## config.mk

```make
export PLATFORM = sky130hd
export DESIGN_NAME = data_watchpoint_pairs
export DESIGN_NICKNAME = d
export VERILOG_FILES = /design/src/inc/watch_pkg.sv /design/src/inc/watch_acc_if.sv /design/src/verilog/watch_compare.sv /design/src/verilog/data_watchpoint_pairs.sv
export SDC_FILE = /design/constraint.sdc
export NUM_CORES = 1
export LEC_CHECK = 0
export BUFFER_PORTS_ARGS = -buffer_cell sky130_fd_sc_hd__buf_2
export CORE_ASPECT_RATIO = 0.75
export CORE_UTILIZATION = 30
export DETAILED_ROUTE_END_ITERATION = 10
export GPL_TIMING_DRIVEN = 0
export MAX_ROUTING_LAYER = met4
export PLACE_DENSITY = 0.46
export SLEW_MARGIN = 25
export SYNTH_ARGS = -nofsm -noshare
export SYNTH_HDL_FRONTEND = slang
export SYNTH_SLANG_ARGS = --single-unit
```

## constraint.sdc

```tcl
create_clock -name i_clk -period 2.3 [get_ports i_clk]
set_input_delay 0.46 -clock i_clk [delete_from_list [all_inputs] [get_ports i_clk]]
set_output_delay 0.46 -clock i_clk [all_outputs]
set_load 0.02 [all_outputs]
```

## src/inc/watch_pkg.sv

```systemverilog
/*
  Constants for the four data watchpoint pairs: register offsets, field
  positions, writable masks, reset values and field encodings.
  Assumes a 12-bit byte offset inside the debug register window.
*/
`default_nettype none
package watch_pkg;
  localparam int NUM_PAIRS = 4;
  localparam int ADDR_W = 12;
  localparam int LINK_W = 16;

  // Byte offsets of the value and control registers, index 0 last
  localparam logic [3:0][11:0] VALUE_OFF = {12'h18c, 12'h188, 12'h184, 12'h180};
  localparam logic [3:0][11:0] CTRL_OFF = {12'h1dc, 12'h1c8, 12'h1c4, 12'h1c0};

  // Writable bits; all others read as zero
  localparam logic [31:0] VALUE_RW_MASK = 32'hfffffffc;
  localparam logic [31:0] CTRL_RW_MASK = 32'h1f1fc1ff;
  localparam logic [31:0] VALUE_RST = 32'h00000000;
  localparam logic [31:0] CTRL_RST = 32'h00000000;

  // Control field positions
  localparam int CTL_EN_BIT = 0;
  localparam int CTL_PRIV_LSB = 1;
  localparam int CTL_TYPE_LSB = 3;
  localparam int CTL_BYTE_LSB = 5;
  localparam int CTL_SEC_LSB = 14;
  localparam int CTL_LINK_IDX_LSB = 16;
  localparam int CTL_LINK_EN_BIT = 20;
  localparam int CTL_AMASK_LSB = 24;

  // Security qualifier encodings
  localparam logic [1:0] SEC_BOTH = 2'h0;
  localparam logic [1:0] SEC_NONSEC = 2'h1;
  localparam logic [1:0] SEC_SECURE = 2'h2;
  // Access type encodings
  localparam logic [1:0] TYPE_LOAD = 2'h1;
  localparam logic [1:0] TYPE_STORE = 2'h2;
  localparam logic [1:0] TYPE_EITHER = 2'h3;
  // Privilege encodings
  localparam logic [1:0] PRIV_PRIV = 2'h1;
  localparam logic [1:0] PRIV_USER = 2'h2;
  localparam logic [1:0] PRIV_ANY = 2'h3;

  // AXI responses
  localparam logic [1:0] RESP_OKAY = 2'h0;
  localparam logic [1:0] RESP_SLVERR = 2'h2;
endpackage : watch_pkg
`default_nettype wire

```

## src/inc/watch_acc_if.sv

```systemverilog
/*
  Interface carrying one processor data access and the context match
  vector from the breakpoint logic to each pair comparator.
  Assumes all signals are on the processor clock.
*/
`default_nettype none
interface watch_acc_if;
  logic valid;
  logic [31:0] addr;
  logic [3:0] bytes;
  logic load;
  logic store;
  logic priv;
  logic nonsecure;
  logic [15:0] ctx_match;
  modport src(output valid, addr, bytes, load, store, priv, nonsecure, ctx_match);
  modport cmp(input valid, addr, bytes, load, store, priv, nonsecure, ctx_match);
endinterface : watch_acc_if
`default_nettype wire

```

## src/verilog/watch_compare.sv

```systemverilog
/*
  Combinational comparator for one watch pair against the current access.
  Assumes the value and control words are already masked to writable bits.
*/
`default_nettype none
module watch_compare (
  watch_acc_if.cmp acc,
  input wire logic [31:0] i_value,
  input wire logic [31:0] i_ctrl,
  output logic o_hit
);
  logic [4:0] amask;
  logic [31:0] cmp_mask;
  logic [1:0] sec;
  logic [1:0] ltype;
  logic [1:0] psel;
  logic [3:0] lanes;
  logic [3:0] link_idx;
  logic addr_ok, byte_ok, type_ok, priv_ok, sec_ok, link_ok;

  assign amask = i_ctrl[watch_pkg::CTL_AMASK_LSB +: 5];
  assign sec = i_ctrl[watch_pkg::CTL_SEC_LSB +: 2];
  assign ltype = i_ctrl[watch_pkg::CTL_TYPE_LSB +: 2];
  assign psel = i_ctrl[watch_pkg::CTL_PRIV_LSB +: 2];
  assign lanes = i_ctrl[watch_pkg::CTL_BYTE_LSB +: 4];
  assign link_idx = i_ctrl[watch_pkg::CTL_LINK_IDX_LSB +: 4];

  // Word compare, low bits dropped by the mask count
  assign cmp_mask = (32'hffffffff << amask) & watch_pkg::VALUE_RW_MASK;
  assign addr_ok = ((acc.addr ^ i_value) & cmp_mask) == 32'h00000000;
  // Lanes only mean something for an unmasked word
  assign byte_ok = (amask != 5'h00) || ((acc.bytes & lanes) != 4'h0);

  // Qualifiers; reserved codes never match
  always_comb begin
    unique case (ltype)
      watch_pkg::TYPE_LOAD: type_ok = acc.load;
      watch_pkg::TYPE_STORE: type_ok = acc.store;
      watch_pkg::TYPE_EITHER: type_ok = acc.load | acc.store;
      default: type_ok = 1'b0;
    endcase
    unique case (psel)
      watch_pkg::PRIV_PRIV: priv_ok = acc.priv;
      watch_pkg::PRIV_USER: priv_ok = ~acc.priv;
      watch_pkg::PRIV_ANY: priv_ok = 1'b1;
      default: priv_ok = 1'b0;
    endcase
    unique case (sec)
      watch_pkg::SEC_BOTH: sec_ok = 1'b1;
      watch_pkg::SEC_NONSEC: sec_ok = acc.nonsecure;
      watch_pkg::SEC_SECURE: sec_ok = ~acc.nonsecure;
      default: sec_ok = 1'b0;
    endcase
  end

  // Linked pair needs the chosen context match in the same cycle
  assign link_ok = ~i_ctrl[watch_pkg::CTL_LINK_EN_BIT] | acc.ctx_match[link_idx];

  assign o_hit = acc.valid & i_ctrl[watch_pkg::CTL_EN_BIT] & addr_ok & byte_ok
               & type_ok & priv_ok & sec_ok & link_ok;
endmodule : watch_compare
`default_nettype wire

```

## src/verilog/data_watchpoint_pairs.sv

```systemverilog
/*
  Four data watchpoint pairs behind an AXI4-Lite slave, compared against
  the processor load/store access path; raises a registered debug event.
  Assumes access and context match inputs come from logic on i_clk.
*/
// Functional notes
// - Four pairs, value and control matched by index
// - Value bits 31:2 hold the watched word
// - Reserved bits read zero, writes ignored
// - Match on address, or address plus context
// - Linked event needs both matches together
// - Control bit 20 enables linking
// - Control bits 19:16 select linked break pair
// - Bits 15:14 qualify by security state
// - Bits 8:5 select watched byte lanes
// - Access type b00 is reserved, no match
// - Type b01 loads, b10 stores, b11 both
// - Bits 2:1 qualify by access privilege
// - Bit 0 enables pair, resets to zero
`default_nettype none
module data_watchpoint_pairs #(
  parameter int NUM_PAIRS = watch_pkg::NUM_PAIRS
) (
  input wire logic i_clk,
  input wire logic i_rst_b,
  input wire logic i_awvalid,
  output logic o_awready,
  input wire logic [11:0] i_awaddr,
  input wire logic i_wvalid,
  output logic o_wready,
  input wire logic [31:0] i_wdata,
  input wire logic [3:0] i_wstrb,
  output logic o_bvalid,
  input wire logic i_bready,
  output logic [1:0] o_bresp,
  input wire logic i_arvalid,
  output logic o_arready,
  input wire logic [11:0] i_araddr,
  output logic o_rvalid,
  input wire logic i_rready,
  output logic [31:0] o_rdata,
  output logic [1:0] o_rresp,
  input wire logic i_acc_valid,
  input wire logic [31:0] i_acc_addr,
  input wire logic [3:0] i_acc_bytes,
  input wire logic i_acc_load,
  input wire logic i_acc_store,
  input wire logic i_acc_priv,
  input wire logic i_acc_nonsecure,
  input wire logic [15:0] i_ctx_match,
  output logic o_watch_event,
  output logic [NUM_PAIRS-1:0] o_watch_hit
);
  // Decoded register select: hit, control flag, pair index
  typedef struct packed {
    logic hit;
    logic is_ctrl;
    logic [1:0] idx;
  } reg_sel_t;

  logic [NUM_PAIRS-1:0][31:0] value_q;
  logic [NUM_PAIRS-1:0][31:0] ctrl_q;
  logic [NUM_PAIRS-1:0] hit;
  logic awready_q, wready_q, bvalid_q, arready_q, rvalid_q;
  logic [1:0] bresp_q, rresp_q;
  logic [31:0] rdata_q;
  logic [11:0] waddr_q;
  logic [31:0] wdata_q;
  logic [3:0] wstrb_q;
  logic do_write;
  reg_sel_t wsel, rsel;
  logic event_q;
  logic [NUM_PAIRS-1:0] hit_q;

  // Shared by write and read paths; low two address bits ignored
  function automatic reg_sel_t decode(input logic [11:0] a);
    reg_sel_t s;
    s = '0;
    for (int i = 0; i < NUM_PAIRS; i++) begin
      if (a[11:2] == watch_pkg::VALUE_OFF[i][11:2]) begin
        s.hit = 1'b1;
        s.is_ctrl = 1'b0;
        s.idx = 2'(i);
      end
      if (a[11:2] == watch_pkg::CTRL_OFF[i][11:2]) begin
        s.hit = 1'b1;
        s.is_ctrl = 1'b1;
        s.idx = 2'(i);
      end
    end
    return s;
  endfunction : decode

  // Byte-lane merge, then drop bits that must stay zero
  function automatic logic [31:0] merge(input logic [31:0] old, input logic [31:0] nw,
                                        input logic [3:0] strb, input logic [31:0] keep);
    logic [31:0] m;
    m = old;
    for (int b = 0; b < 4; b++) begin
      if (strb[b]) begin
        m[b*8 +: 8] = nw[b*8 +: 8];
      end
    end
    return m & keep;
  endfunction : merge

  assign wsel = decode(waddr_q);
  assign rsel = decode(i_araddr);
  // Both halves held and no response pending
  assign do_write = ~awready_q & ~wready_q & ~bvalid_q;

  // Write address channel; held until the response is taken
  always_ff @(posedge i_clk or negedge i_rst_b) begin
    if (!i_rst_b) begin
      awready_q <= 1'b1;
      waddr_q <= 12'h000;
    end else if (awready_q && i_awvalid) begin
      awready_q <= 1'b0;
      waddr_q <= i_awaddr;
    end else if (bvalid_q && i_bready) begin
      awready_q <= 1'b1;
    end
  end

  // Write data channel, taken independently of the address
  always_ff @(posedge i_clk or negedge i_rst_b) begin
    if (!i_rst_b) begin
      wready_q <= 1'b1;
      wdata_q <= 32'h00000000;
      wstrb_q <= 4'h0;
    end else if (wready_q && i_wvalid) begin
      wready_q <= 1'b0;
      wdata_q <= i_wdata;
      wstrb_q <= i_wstrb;
    end else if (bvalid_q && i_bready) begin
      wready_q <= 1'b1;
    end
  end

  // Write response; unmapped offsets answer SLVERR and change nothing
  always_ff @(posedge i_clk or negedge i_rst_b) begin
    if (!i_rst_b) begin
      bvalid_q <= 1'b0;
      bresp_q <= watch_pkg::RESP_OKAY;
    end else if (do_write) begin
      bvalid_q <= 1'b1;
      bresp_q <= wsel.hit ? watch_pkg::RESP_OKAY : watch_pkg::RESP_SLVERR;
    end else if (bvalid_q && i_bready) begin
      bvalid_q <= 1'b0;
    end
  end

  // One process per pair for its value and control words
  for (genvar g = 0; g < NUM_PAIRS; g++) begin : g_pair
    always_ff @(posedge i_clk or negedge i_rst_b) begin
      if (!i_rst_b) begin
        value_q[g] <= watch_pkg::VALUE_RST;
        ctrl_q[g] <= watch_pkg::CTRL_RST; // Pair disabled out of reset
      end else if (do_write && wsel.hit && wsel.idx == 2'(g)) begin
        if (wsel.is_ctrl) begin
          ctrl_q[g] <= merge(ctrl_q[g], wdata_q, wstrb_q, watch_pkg::CTRL_RW_MASK);
        end else begin
          value_q[g] <= merge(value_q[g], wdata_q, wstrb_q, watch_pkg::VALUE_RW_MASK);
        end
      end
    end
  end

  // Read channel; data captured at the address handshake
  always_ff @(posedge i_clk or negedge i_rst_b) begin
    if (!i_rst_b) begin
      arready_q <= 1'b1;
      rvalid_q <= 1'b0;
      rdata_q <= 32'h00000000;
      rresp_q <= watch_pkg::RESP_OKAY;
    end else if (arready_q && i_arvalid) begin
      arready_q <= 1'b0;
      rvalid_q <= 1'b1;
      rresp_q <= rsel.hit ? watch_pkg::RESP_OKAY : watch_pkg::RESP_SLVERR;
      if (!rsel.hit) begin
        rdata_q <= 32'h00000000;
      end else if (rsel.is_ctrl) begin
        rdata_q <= ctrl_q[rsel.idx]; // Stored masked, so reserved bits read zero
      end else begin
        rdata_q <= value_q[rsel.idx];
      end
    end else if (rvalid_q && i_rready) begin
      arready_q <= 1'b1;
      rvalid_q <= 1'b0;
    end
  end

  // Access path handed to the comparators; same clock, so no synchroniser
  watch_acc_if acc ();
  assign acc.valid = i_acc_valid;
  assign acc.addr = i_acc_addr;
  assign acc.bytes = i_acc_bytes;
  assign acc.load = i_acc_load;
  assign acc.store = i_acc_store;
  assign acc.priv = i_acc_priv;
  assign acc.nonsecure = i_acc_nonsecure;
  assign acc.ctx_match = i_ctx_match;

  // Comparator per pair
  for (genvar g = 0; g < NUM_PAIRS; g++) begin : g_cmp
    watch_compare u_cmp (
      .acc(acc),
      .i_value(value_q[g]),
      .i_ctrl(ctrl_q[g]),
      .o_hit(hit[g])
    );
  end

  // Registered event: one cycle after the access, trading latency for timing
  always_ff @(posedge i_clk or negedge i_rst_b) begin
    if (!i_rst_b) begin
      event_q <= 1'b0;
      hit_q <= '0;
    end else begin
      event_q <= |hit;
      hit_q <= hit;
    end
  end

  assign o_awready = awready_q;
  assign o_wready = wready_q;
  assign o_bvalid = bvalid_q;
  assign o_bresp = bresp_q;
  assign o_arready = arready_q;
  assign o_rvalid = rvalid_q;
  assign o_rdata = rdata_q;
  assign o_rresp = rresp_q;
  assign o_watch_event = event_q;
  assign o_watch_hit = hit_q;
endmodule : data_watchpoint_pairs
`default_nettype wire

```

==> results of run 1 <==
[flip-flops by register name, summed over array words and instances, names as in the netlist]
register,flops
o_bvalid,1
o_wready,1
o_awready,1
waddr_q,10
value_q,120
o_bresp,1
wdata_q,32
o_rvalid,1
o_rresp,1
wstrb_q,4
o_watch_event,1
o_rdata,32
o_arready,1
o_watch_hit,4
ctrl_q,84
[power by group]
group / internal (uW) / total, uW / switching [uW]
Combinational: 1160 / 2470 / 1310
Sequential: 5790 / 6950 / 1170
Clock: 3440 / 5780 / 2340
Total: 10400 / 15200 / 4810
[layout by cell type, fill, tap and decap left out, types with 9 or more instances in the layout]
master and count:
buf_6 11, buf_2 164, dfrtp_1 278, nand3_1 11, nor2_4 18, dfrtp_2 13
nor3_1 35, clkbuf_16 35, o21ai_0 39, nor4_1 9, clkbuf_2 27, xor2_1 55
a22oi_1 14, mux4_2 10, a21oi_1 38, o22ai_1 20, nor2_1 18, o21ai_1 12
xnor2_1 63, a221oi_2 19, mux2_4 100, buf_12 13, mux2i_1 9, nand4_1 11
nand2_1 114, mux2_2 153, clkbuf_1 30, clkbuf_8 10, a221oi_1 61, buf_4 31
o221ai_1 12
[metal layers]
metal	wire length [um]	vias up	global-route usage [%]
met5	0	-	-
met3	5130	93	4.60
li1	-	5544	-
met2	27700	499	37.1
met4	1600	0	5.31
met1	31600	6855	37.0
[repair_timing]
| item | CTS | global route |
|---|---|---|
| hold buffers | 1 | 0 |
| setup buffers | 25 | 23 |
| endpoints found under the setup margin | 250 | 203 |
| pin swaps | 26 | 34 |
| hold endpoints to repair | 35 | 0 |
| resized for setup | 143 | 190 |
[area by class of cell]
type                            count  share of cell area [%]
Multi-Input combinational cell    966                    44.1
Sequential cell                   294                    36.6
Timing Repair Buffer              197                    6.78
Clock buffer                       50                    5.07
Tap cell                          693                    4.30
Buffer                             83                    2.20
Clock inverter                     12                   0.758
Inverter                            5                  0.0932
Antenna cell                        4                  0.0497
[stage by stage]
| step | setup TNS, ns | total power, uW |
|---|---|---|
| after floorplan | 0 | 7790 |
| after global placement | -1619.77 | 9040 |
| after detailed placement | -132.02 | 9120 |
| after CTS | -0.153 | 15200 |
| after global routing | -8.89 | 15800 |
| final | -0.595 | 15200 |
[path summary, 6_finish.rpt]
path / end / depth (start not counted) / slack (ns) / startpoint
worst max-delay path: o_watch_event$_DFF_PN0_ / 7 / -0.10 / ctrl_q[58]$_DFFE_PN0P_
worst min-delay path: o_wready$_DFFE_PN1P_ / 2 / 0.07 / i_wvalid
worst max register to register: o_watch_event$_DFF_PN0_ / 7 / -0.10 / ctrl_q[58]$_DFFE_PN0P_
worst min register to register: o_rdata[15]$_DFFE_PN0P_ / 2 / 0.46 / o_rdata[15]$_DFFE_PN0P_
max in group asynchronous: wdata_q[11]$_DFFE_PN0P_ / 4 / 0.71 / i_rst_b
min in group asynchronous: ctrl_q[60]$_DFFE_PN0P_ / 2 / 0.40 / i_rst_b
[cells by family after synthesis]
kind of cell    after synthesis  synth area share (%)
flops                       294                  47.2
mux                         280                  21.6
simple gates                280                  8.78
compound gates              271                  12.3
xor+xnor                    126                  7.08
buf+inv                      94                  2.51
fa+ha+maj                     7                 0.450
other cells                   1                0.0241
==> run_results.csv, run 1 <==
group,metric,value,unit
run_status,run_status,"finished, violations left",
run_status,violations,"setup timing",
clock_tree,cts_made_buffers,35,
setup_path,arrival,2.80,ns
synthesis,synth_top_flop_cell,"dfrtp_1",
power,ir_drop,372,uV
floorplanning,num_rows,71,
final_layout,multi_input_area,8890,um2
setup_path,cp_num_buf_inv,0,
global_route,grt_use_total,25.6,%
setup_path,cpMaxStageDelayCell,"or3_4",
global_route,antenna_found_initial,5,
setup_path,required,2.70,ns
final_layout,design_area,20100,um2
routing,vias_per_cell,5.64,
placement,dp_hpwl,49500,um
clock_tree,cts_tree,"yes",
synthesis,yosys_warnings,0,
setup_path,path_class,"flop to flop",
timing,skew,0.0191,ns
timing,tightest_slew,1.04,ns
routing,num_vias,13000,
floorplanning,core_region_area,50700,um2
global_route,overflow,0,
clock_tree,clkLatencyLatePin,0.55,ns
routing,first_pass_iters,7,
final_layout,regArea,7380,um2
global_route,grt_first_pass_wirelength,93700,um
placement,dp.cells,2196,
placement,gp_congestion,0.982,
placement,place_ws,-1.34,ns
timing,finalCriticalPeriod,2.40,ns
final_layout,fin_util,39.7,%
timing,period_share,104,%
floorplanning,die_area,52900,um2
timing,fin_ws,-0.102,ns
synthesis,synth_common_cells,"291 x dfrtp_1, 253 x mux2_2, 122 x nand2_1",
synthesis,synth-seq-cells,294,
routing,postRouteWirelength,66000,um
floorplanning,boundaryPins,170,
timing,final_max_slew_viol_count,0,
setup_path,cpPeakStageDelay,0.48,ns
min_path,hp-class,"input pin to flop",
global_route,grt_pass1_vias,12800,
final_layout,drive_gt1_share,43.2,%
setup_path,crit_family,"simple AND/OR/NAND/NOR gates",
flow_run,maxCapViolCount,0,
clock_tree,clk_pin_slew,0.07,ns
final_layout,fill_cells,4966,
synthesis,netlist_top_cells_area,"dfrtp_1 47%, mux2_2 18%, a221oi_1 4.5%, xnor2_1 3.9%, xor2_1 3.1%",
routing,drcViolationCount,0,
setup_path,critPathLaunchType,"flop",
synthesis,synth_area,15600,um2
synthesis,yosysTopAreaCell,"dfrtp_1",
placement,placed_cell_area,17300,um2
power,leakage,0.00906,uW
placement,portBuffers,146,
synthesis,syn-mean-instance-area,11.5,um2
timing,whs,0.0720,ns
clock_tree,clockRootBuffer,"clkbuf_16",
synthesis,seq_area_frac_synth,47.2,%
synthesis,synth-edff-count,0,
setup_path,crit_path_end_kind,"flop",
routing,wl_per_cell,28.6,um
floorplanning,initial_core_util,30.7,%
synthesis,yosysMostFrequentCell,"dfrtp_1",
floorplanning,die_h,199,um
routing,initialDrtViolationCount,1373,
setup_path,path_max_fanout,7,
power,powerDensity,755,nW/um2
clock_tree,clockBufferDepth,3,
global_route,grt_max_degree,89,
synthesis,synthDistinctLibCells,63,
synthesis,synth_top_cell_area_share,46.7,%
timing,rsz0062_at_grt,"yes",
clock_tree,cts.htree.levels,2,
timing,finalSetupViolations,27,
floorplanning,die_w,265,um
timing,hold_viol,0,
final_layout,final_nets,1706,
timing,max_freq,0.416,GHz
timing,slew_headroom,30.9,%
final_layout,area_growth,29.3,%
synthesis,async_reset_ff_share,100,%
synthesis,syn_inst,1353,
final_layout,final_cells,2304,
clock_tree,cts_num_sinks,294,
routing,ant_nets,0,
setup_path,cp_cell_sequence,"or3_4, nand3b_1, a21oi_2, a211oi_1, a41oi_2, a2111oi_4, or4_1",
No activity file was read; power rests on OpenSTA's default activity.
==> run 2, diff against run 1 <==
--- a/config.mk
+++ b/config.mk
@@ -16,3 +16,4 @@
 export SYNTH_ARGS = -nofsm -noshare
 export SYNTH_HDL_FRONTEND = slang
 export SYNTH_SLANG_ARGS = --single-unit
+export TNS_END_PERCENT = 5
==> run_results.csv, run 2 (synthesized netlist as in run 1, its figures left out) <==
group,metric,value,unit
routing,num_vias,12900,
clock_tree,cts_tree,"yes",
placement,portBuffers,146,
timing,max_freq,0.412,GHz
setup_path,r2r-end,"o_watch_event$_DFF_PN0_",
clock_tree,cts_num_sinks,294,
clock_tree,clockBufferDepth,3,
placement,place_ws,-1.34,ns
floorplanning,num_rows,71,
run_status,violations,"setup timing",
placement,dp_hpwl,49500,um
final_layout,area_growth,24.6,%
final_layout,final_cell_mix,"280 x dfrtp_1, 252 x mux2_2, 164 x buf_2, 114 x nand2_1, 66 x a221oi_1",
setup_path,crit_start,"ctrl_q[112]$_DFFE_PN0P_",
placement,gp_congestion,0.982,
global_route,overflow,0,
setup_path,required,2.70,ns
timing,final_max_slew_viol_count,0,
floorplanning,boundaryPins,170,
clock_tree,clockRootBuffer,"clkbuf_16",
timing,whs,0.0700,ns
floorplanning,core_region_area,50700,um2
final_layout,largest_register_ffs,120,
power,powerDensity,774,nW/um2
global_route,grt.busiest_layer,"met2",
routing,initialDrtViolationCount,1253,
clock_tree,clkLatencyLatePin,0.54,ns
clock_tree,cts.htree.levels,2,
timing,fin_ws,-0.125,ns
final_layout,drive_gt1_share,41.5,%
setup_path,critPathLaunchType,"flop",
global_route,grt_use_total,25.5,%
timing,period_share,105,%
placement,dp.cells,2196,
power,leakage,0.00878,uW
floorplanning,die_h,199,um
timing,rsz0062_at_grt,"yes",
setup_path,arrival,2.83,ns
run_status,run_status,"finished, violations left",
setup_path,endpoint,"o_watch_event$_DFF_PN0_",
global_route,grtUsageMet1,36.9,%
setup_path,crit_path_end_kind,"flop",
timing,skew,0.0168,ns
global_route,use_met3,4.63,%
timing,tightest_slew,1.05,ns
final_layout,reg.largest.list,"value_q x120, ctrl_q x84",
flow_run,maxCapViolCount,0,
power,ir_drop,371,uV
min_path,hp-class,"input pin to flop",
setup_path,path_max_fanout,5,
final_layout,fill_cells,5040,
routing,vias_per_cell,5.63,
setup_path,worst-r2r-setup-slack,-0.12,ns
setup_path,r2r-start,"ctrl_q[112]$_DFFE_PN0P_",
global_route,grt_pass1_vias,12800,
min_path,hold_start,"i_wvalid",
routing,first_pass_iters,6,
routing,drcViolationCount,0,
power,totalPowerFinal,15000,uW
global_route,antenna_found_initial,4,
routing,wl_per_cell,28.5,um
final_layout,final_cells,2281,
timing,slew_headroom,30.0,%
final_layout,layout_commonest_cell,"dfrtp_1",
global_route,grt_max_degree,89,
floorplanning,die_w,265,um
timing,hold_viol,0,
floorplanning,initial_core_util,30.7,%
routing,ant_nets,0,
final_layout,fin_util,38.3,%
final_layout,final_nets,1683,
timing,finalSetupViolations,102,
clock_tree,cts_made_buffers,35,
setup_path,path_class,"flop to flop",
timing,finalCriticalPeriod,2.42,ns
setup_path,rr_worst_depth,7,
routing,postRouteWirelength,65100,um
global_route,grt_first_pass_wirelength,93500,um
clock_tree,clk_pin_slew,0.06,ns
final_layout,top_register,"value_q",
floorplanning,die_area,52900,um2
global_route,gr-usage-met2,37.0,%
## run 2: final cells by class
class	instances	area, um2	share of cell area (%)
Clock inverter	12	153	0.786
Sequential cell	294	7370	38.0
Inverter	5	18.8	0.0967
Timing Repair Buffer	174	1140	5.86
Antenna cell	4	10.0	0.0516
Tap cell	693	867	4.47
Multi-Input combinational cell	966	8410	43.3
Buffer	83	423	2.18
Clock buffer	50	1020	5.27
## run 2: critical path, cell delays in order, from the launching register on
cell and delay, ns:
dfrtp_2 0.45, mux4_2 0.53, mux2i_1 0.18, nand3b_1 0.24, nand2_2 0.17, nor4_4 0.05, buf_4 0.16, or4_1 0.51
## run 2: worst min path at each step
stage	cells after the start	slack [ns]	endpoint
3_3_place_gp	2	0.45	o_rdata[15]$_DFFE_PN0P_
2_1_floorplan	0	0.16	ctrl_q[0]$_DFFE_PN0P_
3_5_place_dp	1	0.37	ctrl_q[51]$_DFFE_PN0P_
4_1_cts	2	0.05	o_wready$_DFFE_PN1P_
5_1_grt	2	0.06	o_wready$_DFFE_PN1P_
6_report	2	0.07	o_wready$_DFFE_PN1P_
## run 2: what timing repair did
item,in CTS,in global routing
hold buffers,1,0
gates resized for setup,124,75
buffers inserted,17,7
setup endpoints to repair,250,236
pin swaps,19,19
hold endpoints to repair,35,0
## run 2: metal layers
metal	vias up	share of wire, %
met3	85	7.4
met5	-	0
met4	0	2.2
met2	547	42
met1	6707	48
li1	5512	-
## run 2: stage by stage
stage	TNS [ns]	area (um2)
3_3_place_gp	-1619.77	17200
4_1_cts	-3.49	19100
3_5_place_dp	-132.02	17300
5_1_grt	-17.68	19400
6_report	-6.04	19400
2_1_floorplan	0	15600
## run 2: report_power, final
part | internal (uW) | total [uW] | switching [uW]
logic | 1060 | 2320 | 1260
clock network | 3440 | 5780 | 2340
registers | 5790 | 6920 | 1140
total | 10300 | 15000 | 4730
==> run 3, diff against run 2 <==
--- a/config.mk
+++ b/config.mk
@@ -15,5 +15,6 @@
 export SLEW_MARGIN = 25
 export SYNTH_ARGS = -nofsm -noshare
 export SYNTH_HDL_FRONTEND = slang
+export SYNTH_HIERARCHICAL = 1
 export SYNTH_SLANG_ARGS = --single-unit
 export TNS_END_PERCENT = 5
==> run_results.csv, run 3 <==
group,metric,value,unit
run_status,run_status,"finished, violations left",
run_status,violations,"setup timing",
routing,num_vias,14500,
synthesis,seq_area_frac_synth,43.6,%
min_path,hp-class,"input pin to flop",
synthesis,synth_area,16900,um2
floorplanning,die_area,57200,um2
routing,postRouteWirelength,75800,um
timing,tns,-2.30,ns
final_layout,reg.largest.list,"value_q x120, ctrl_q x84",
routing,vias_per_cell,5.85,
setup_path,required,2.69,ns
min_path,hold_start,"i_awvalid",
synthesis,syn-mean-instance-area,11.1,um2
setup_path,path_class,"flop to flop",
final_layout,layout_commonest_cell,"dfrtp_1",
timing,period_share,113,%
synthesis,synthDistinctLibCells,70,
floorplanning,num_rows,74,
clock_tree,cts_num_sinks,294,
timing,slew_headroom,37.7,%
setup_path,r2r-start,"ctrl_q[112]$_DFFE_PN0P_",
floorplanning,die_w,276,um
timing,skew,0.0234,ns
clock_tree,clockBufferDepth,3,
global_route,gr-usage-met2,36.4,%
synthesis,synth_top_flop_cell,"dfrtp_1",
timing,final_max_slew_viol_count,0,
timing,fin_ws,-0.296,ns
routing,wl_per_cell,30.5,um
clock_tree,clk_pin_slew,0.06,ns
timing,hold_viol,0,
final_layout,final_nets,1859,
placement,portBuffers,160,
power,powerDensity,738,nW/um2
synthesis,synth-seq-cells,294,
floorplanning,die_h,207,um
global_route,grt_first_pass_wirelength,106000,um
flow_run,maxCapViolCount,0,
power,ir_drop,515,uV
routing,first_pass_iters,5,
synthesis,synth_top_cell_area_share,43.1,%
clock_tree,clkLatencyLatePin,0.54,ns
floorplanning,boundaryPins,170,
power,leakage,0.00922,uW
placement,gp_congestion,0.996,
placement,dp_hpwl,58500,um
synthesis,synth_common_cells,"291 x dfrtp_1, 250 x mux2_2, 96 x nand2_1",
global_route,grt.busiest_layer,"met1",
routing,ant_nets,0,
routing,initialDrtViolationCount,1657,
setup_path,critPathLaunchType,"flop",
synthesis,yosysTopAreaCell,"dfrtp_1",
final_layout,drive_gt1_share,36.9,%
timing,max_freq,0.385,GHz
timing,finalCriticalPeriod,2.60,ns
setup_path,crit_path_end_kind,"flop",
final_layout,largest_register_ffs,120,
timing,finalSetupViolations,39,
global_route,grt_use_total,26.8,%
synthesis,async_reset_ff_share,100,%
clock_tree,cts.htree.levels,2,
clock_tree,cts_made_buffers,36,
global_route,overflow,0,
synthesis,netlist_top_cells_area,"dfrtp_1 43%, mux2_2 17%, xnor2_1 4.7%, a21oi_1 2.6%, mux4_2 2.1%",
timing,tightest_slew,0.934,ns
synthesis,synth-edff-count,0,
final_layout,area_growth,22.2,%
floorplanning,initial_core_util,30.7,%
final_layout,top_register,"value_q",
global_route,use_met3,4.99,%
setup_path,arrival,2.99,ns
routing,drcViolationCount,0,
synthesis,syn_inst,1518,
clock_tree,cts_tree,"yes",
final_layout,final_cell_mix,"281 x dfrtp_1, 224 x mux2_2, 181 x buf_2, 88 x a21oi_1, 88 x xnor2_1",
global_route,grtUsageMet1,41.6,%
setup_path,crit_start,"ctrl_q[112]$_DFFE_PN0P_",
final_layout,design_area,20600,um2
synthesis,yosysMostFrequentCell,"dfrtp_1",
global_route,antenna_found_initial,3,
synthesis,yosys_warnings,6,
global_route,grt_pass1_vias,14000,
setup_path,path_max_fanout,6,
timing,whs,0.0845,ns
clock_tree,clockRootBuffer,"clkbuf_16",
global_route,grt_max_degree,90,
timing,rsz0062_at_grt,"yes",
floorplanning,core_region_area,55000,um2
placement,placed_cell_area,18700,um2
-- run 3: cell types whose count changed after synthesis, moves of 21 or more --
cell and delta:
nand2_1 -26, a21o_1 +32, a21oi_1 +47, xor2_1 -21, a221oi_1 -76, and2_1 +30
-- run 3: kinds of logic (layout without fill, tap and decap cells) --
logic type	count (synthesis)	count (layout)	synth area share, %
other	1	3	0.0222
buffers and inverters	117	359	2.99
and+or+nand+nor	287	287	9.50
DFF	294	294	43.6
muxes	281	281	19.7
xor gates and xnor gates	125	125	6.48
AOI/OAI and AO/OA	413	413	17.7
-- run 3: final timing paths --
path / cells after the start / end / slack (ns)
worst min register to register: 1 / o_arready$_DFFE_PN1P_ / 0.49
worst max-delay path: 7 / o_watch_event$_DFF_PN0_ / -0.30
worst max register to register: 7 / o_watch_event$_DFF_PN0_ / -0.30
min in group asynchronous: 2 / ctrl_q[113]$_DFFE_PN0P_ / 0.49
worst min-delay path: 2 / o_awready$_DFFE_PN1P_ / 0.08
max in group asynchronous: 4 / wdata_q[15]$_DFFE_PN0P_ / 0.62
-- run 3: through the flow --
stage	std cells	util, %	total power (uW)	worst slack [ns]
floorplan	1519	-	7700	0.0593
global placement	2401	33.8	8990	-5.08
detailed placement	2405	34.0	9090	-1.42
CTS	2480	37.1	15300	-0.227
global route	2484	37.5	15800	-0.321
finish	2484	37.5	15200	-0.296
-- run 3: repair_timing --
| action | CTS | global route |
|---|---|---|
| hold buffers | 1 | 0 |
| buffers inserted | 13 | 3 |
| endpoints found under the setup margin | 242 | 210 |
| endpoints found under the hold margin | 71 | 0 |
| cloned | 0 | 0 |
| pin swaps | 13 | 7 |
| gates resized for setup | 87 | 67 |
-- run 3: area by class of cell --
class | count | area (um2)
antenna | 1 | 2.50
buffer | 97 | 536
clock buffer | 48 | 1060
clock inverter | 16 | 188
fill | 5552 | 34400
inverter | 17 | 63.8
multi-input combinational | 1108 | 9430
sequential | 294 | 7370
tap | 722 | 903
timing repair buffer | 181 | 1090
-- run 3: metal layers --
| metal | vias up | wire length, um |
|---|---|---|
| li1 | 6194 | - |
| met1 | 7549 | 36600 |
| met2 | 719 | 31300 |
| met3 | 79 | 6950 |
| met4 | 0 | 979 |
| met5 | - | 0 |
-- run 3: where the power goes --
part,internal (uW),switching [uW]
combinational,1000,1290
sequential,5720,1150
clock,3680,2400
total,10400,4840
-- run 3: worst max-delay path: stages (launching register included) --
cell      delay [ns]
dfrtp_2         0.48
mux4_2          0.53
mux2i_1         0.25
nand3b_1        0.27
nand4_1         0.23
nor4_4          0.06
buf_4           0.17
or4_1           0.46
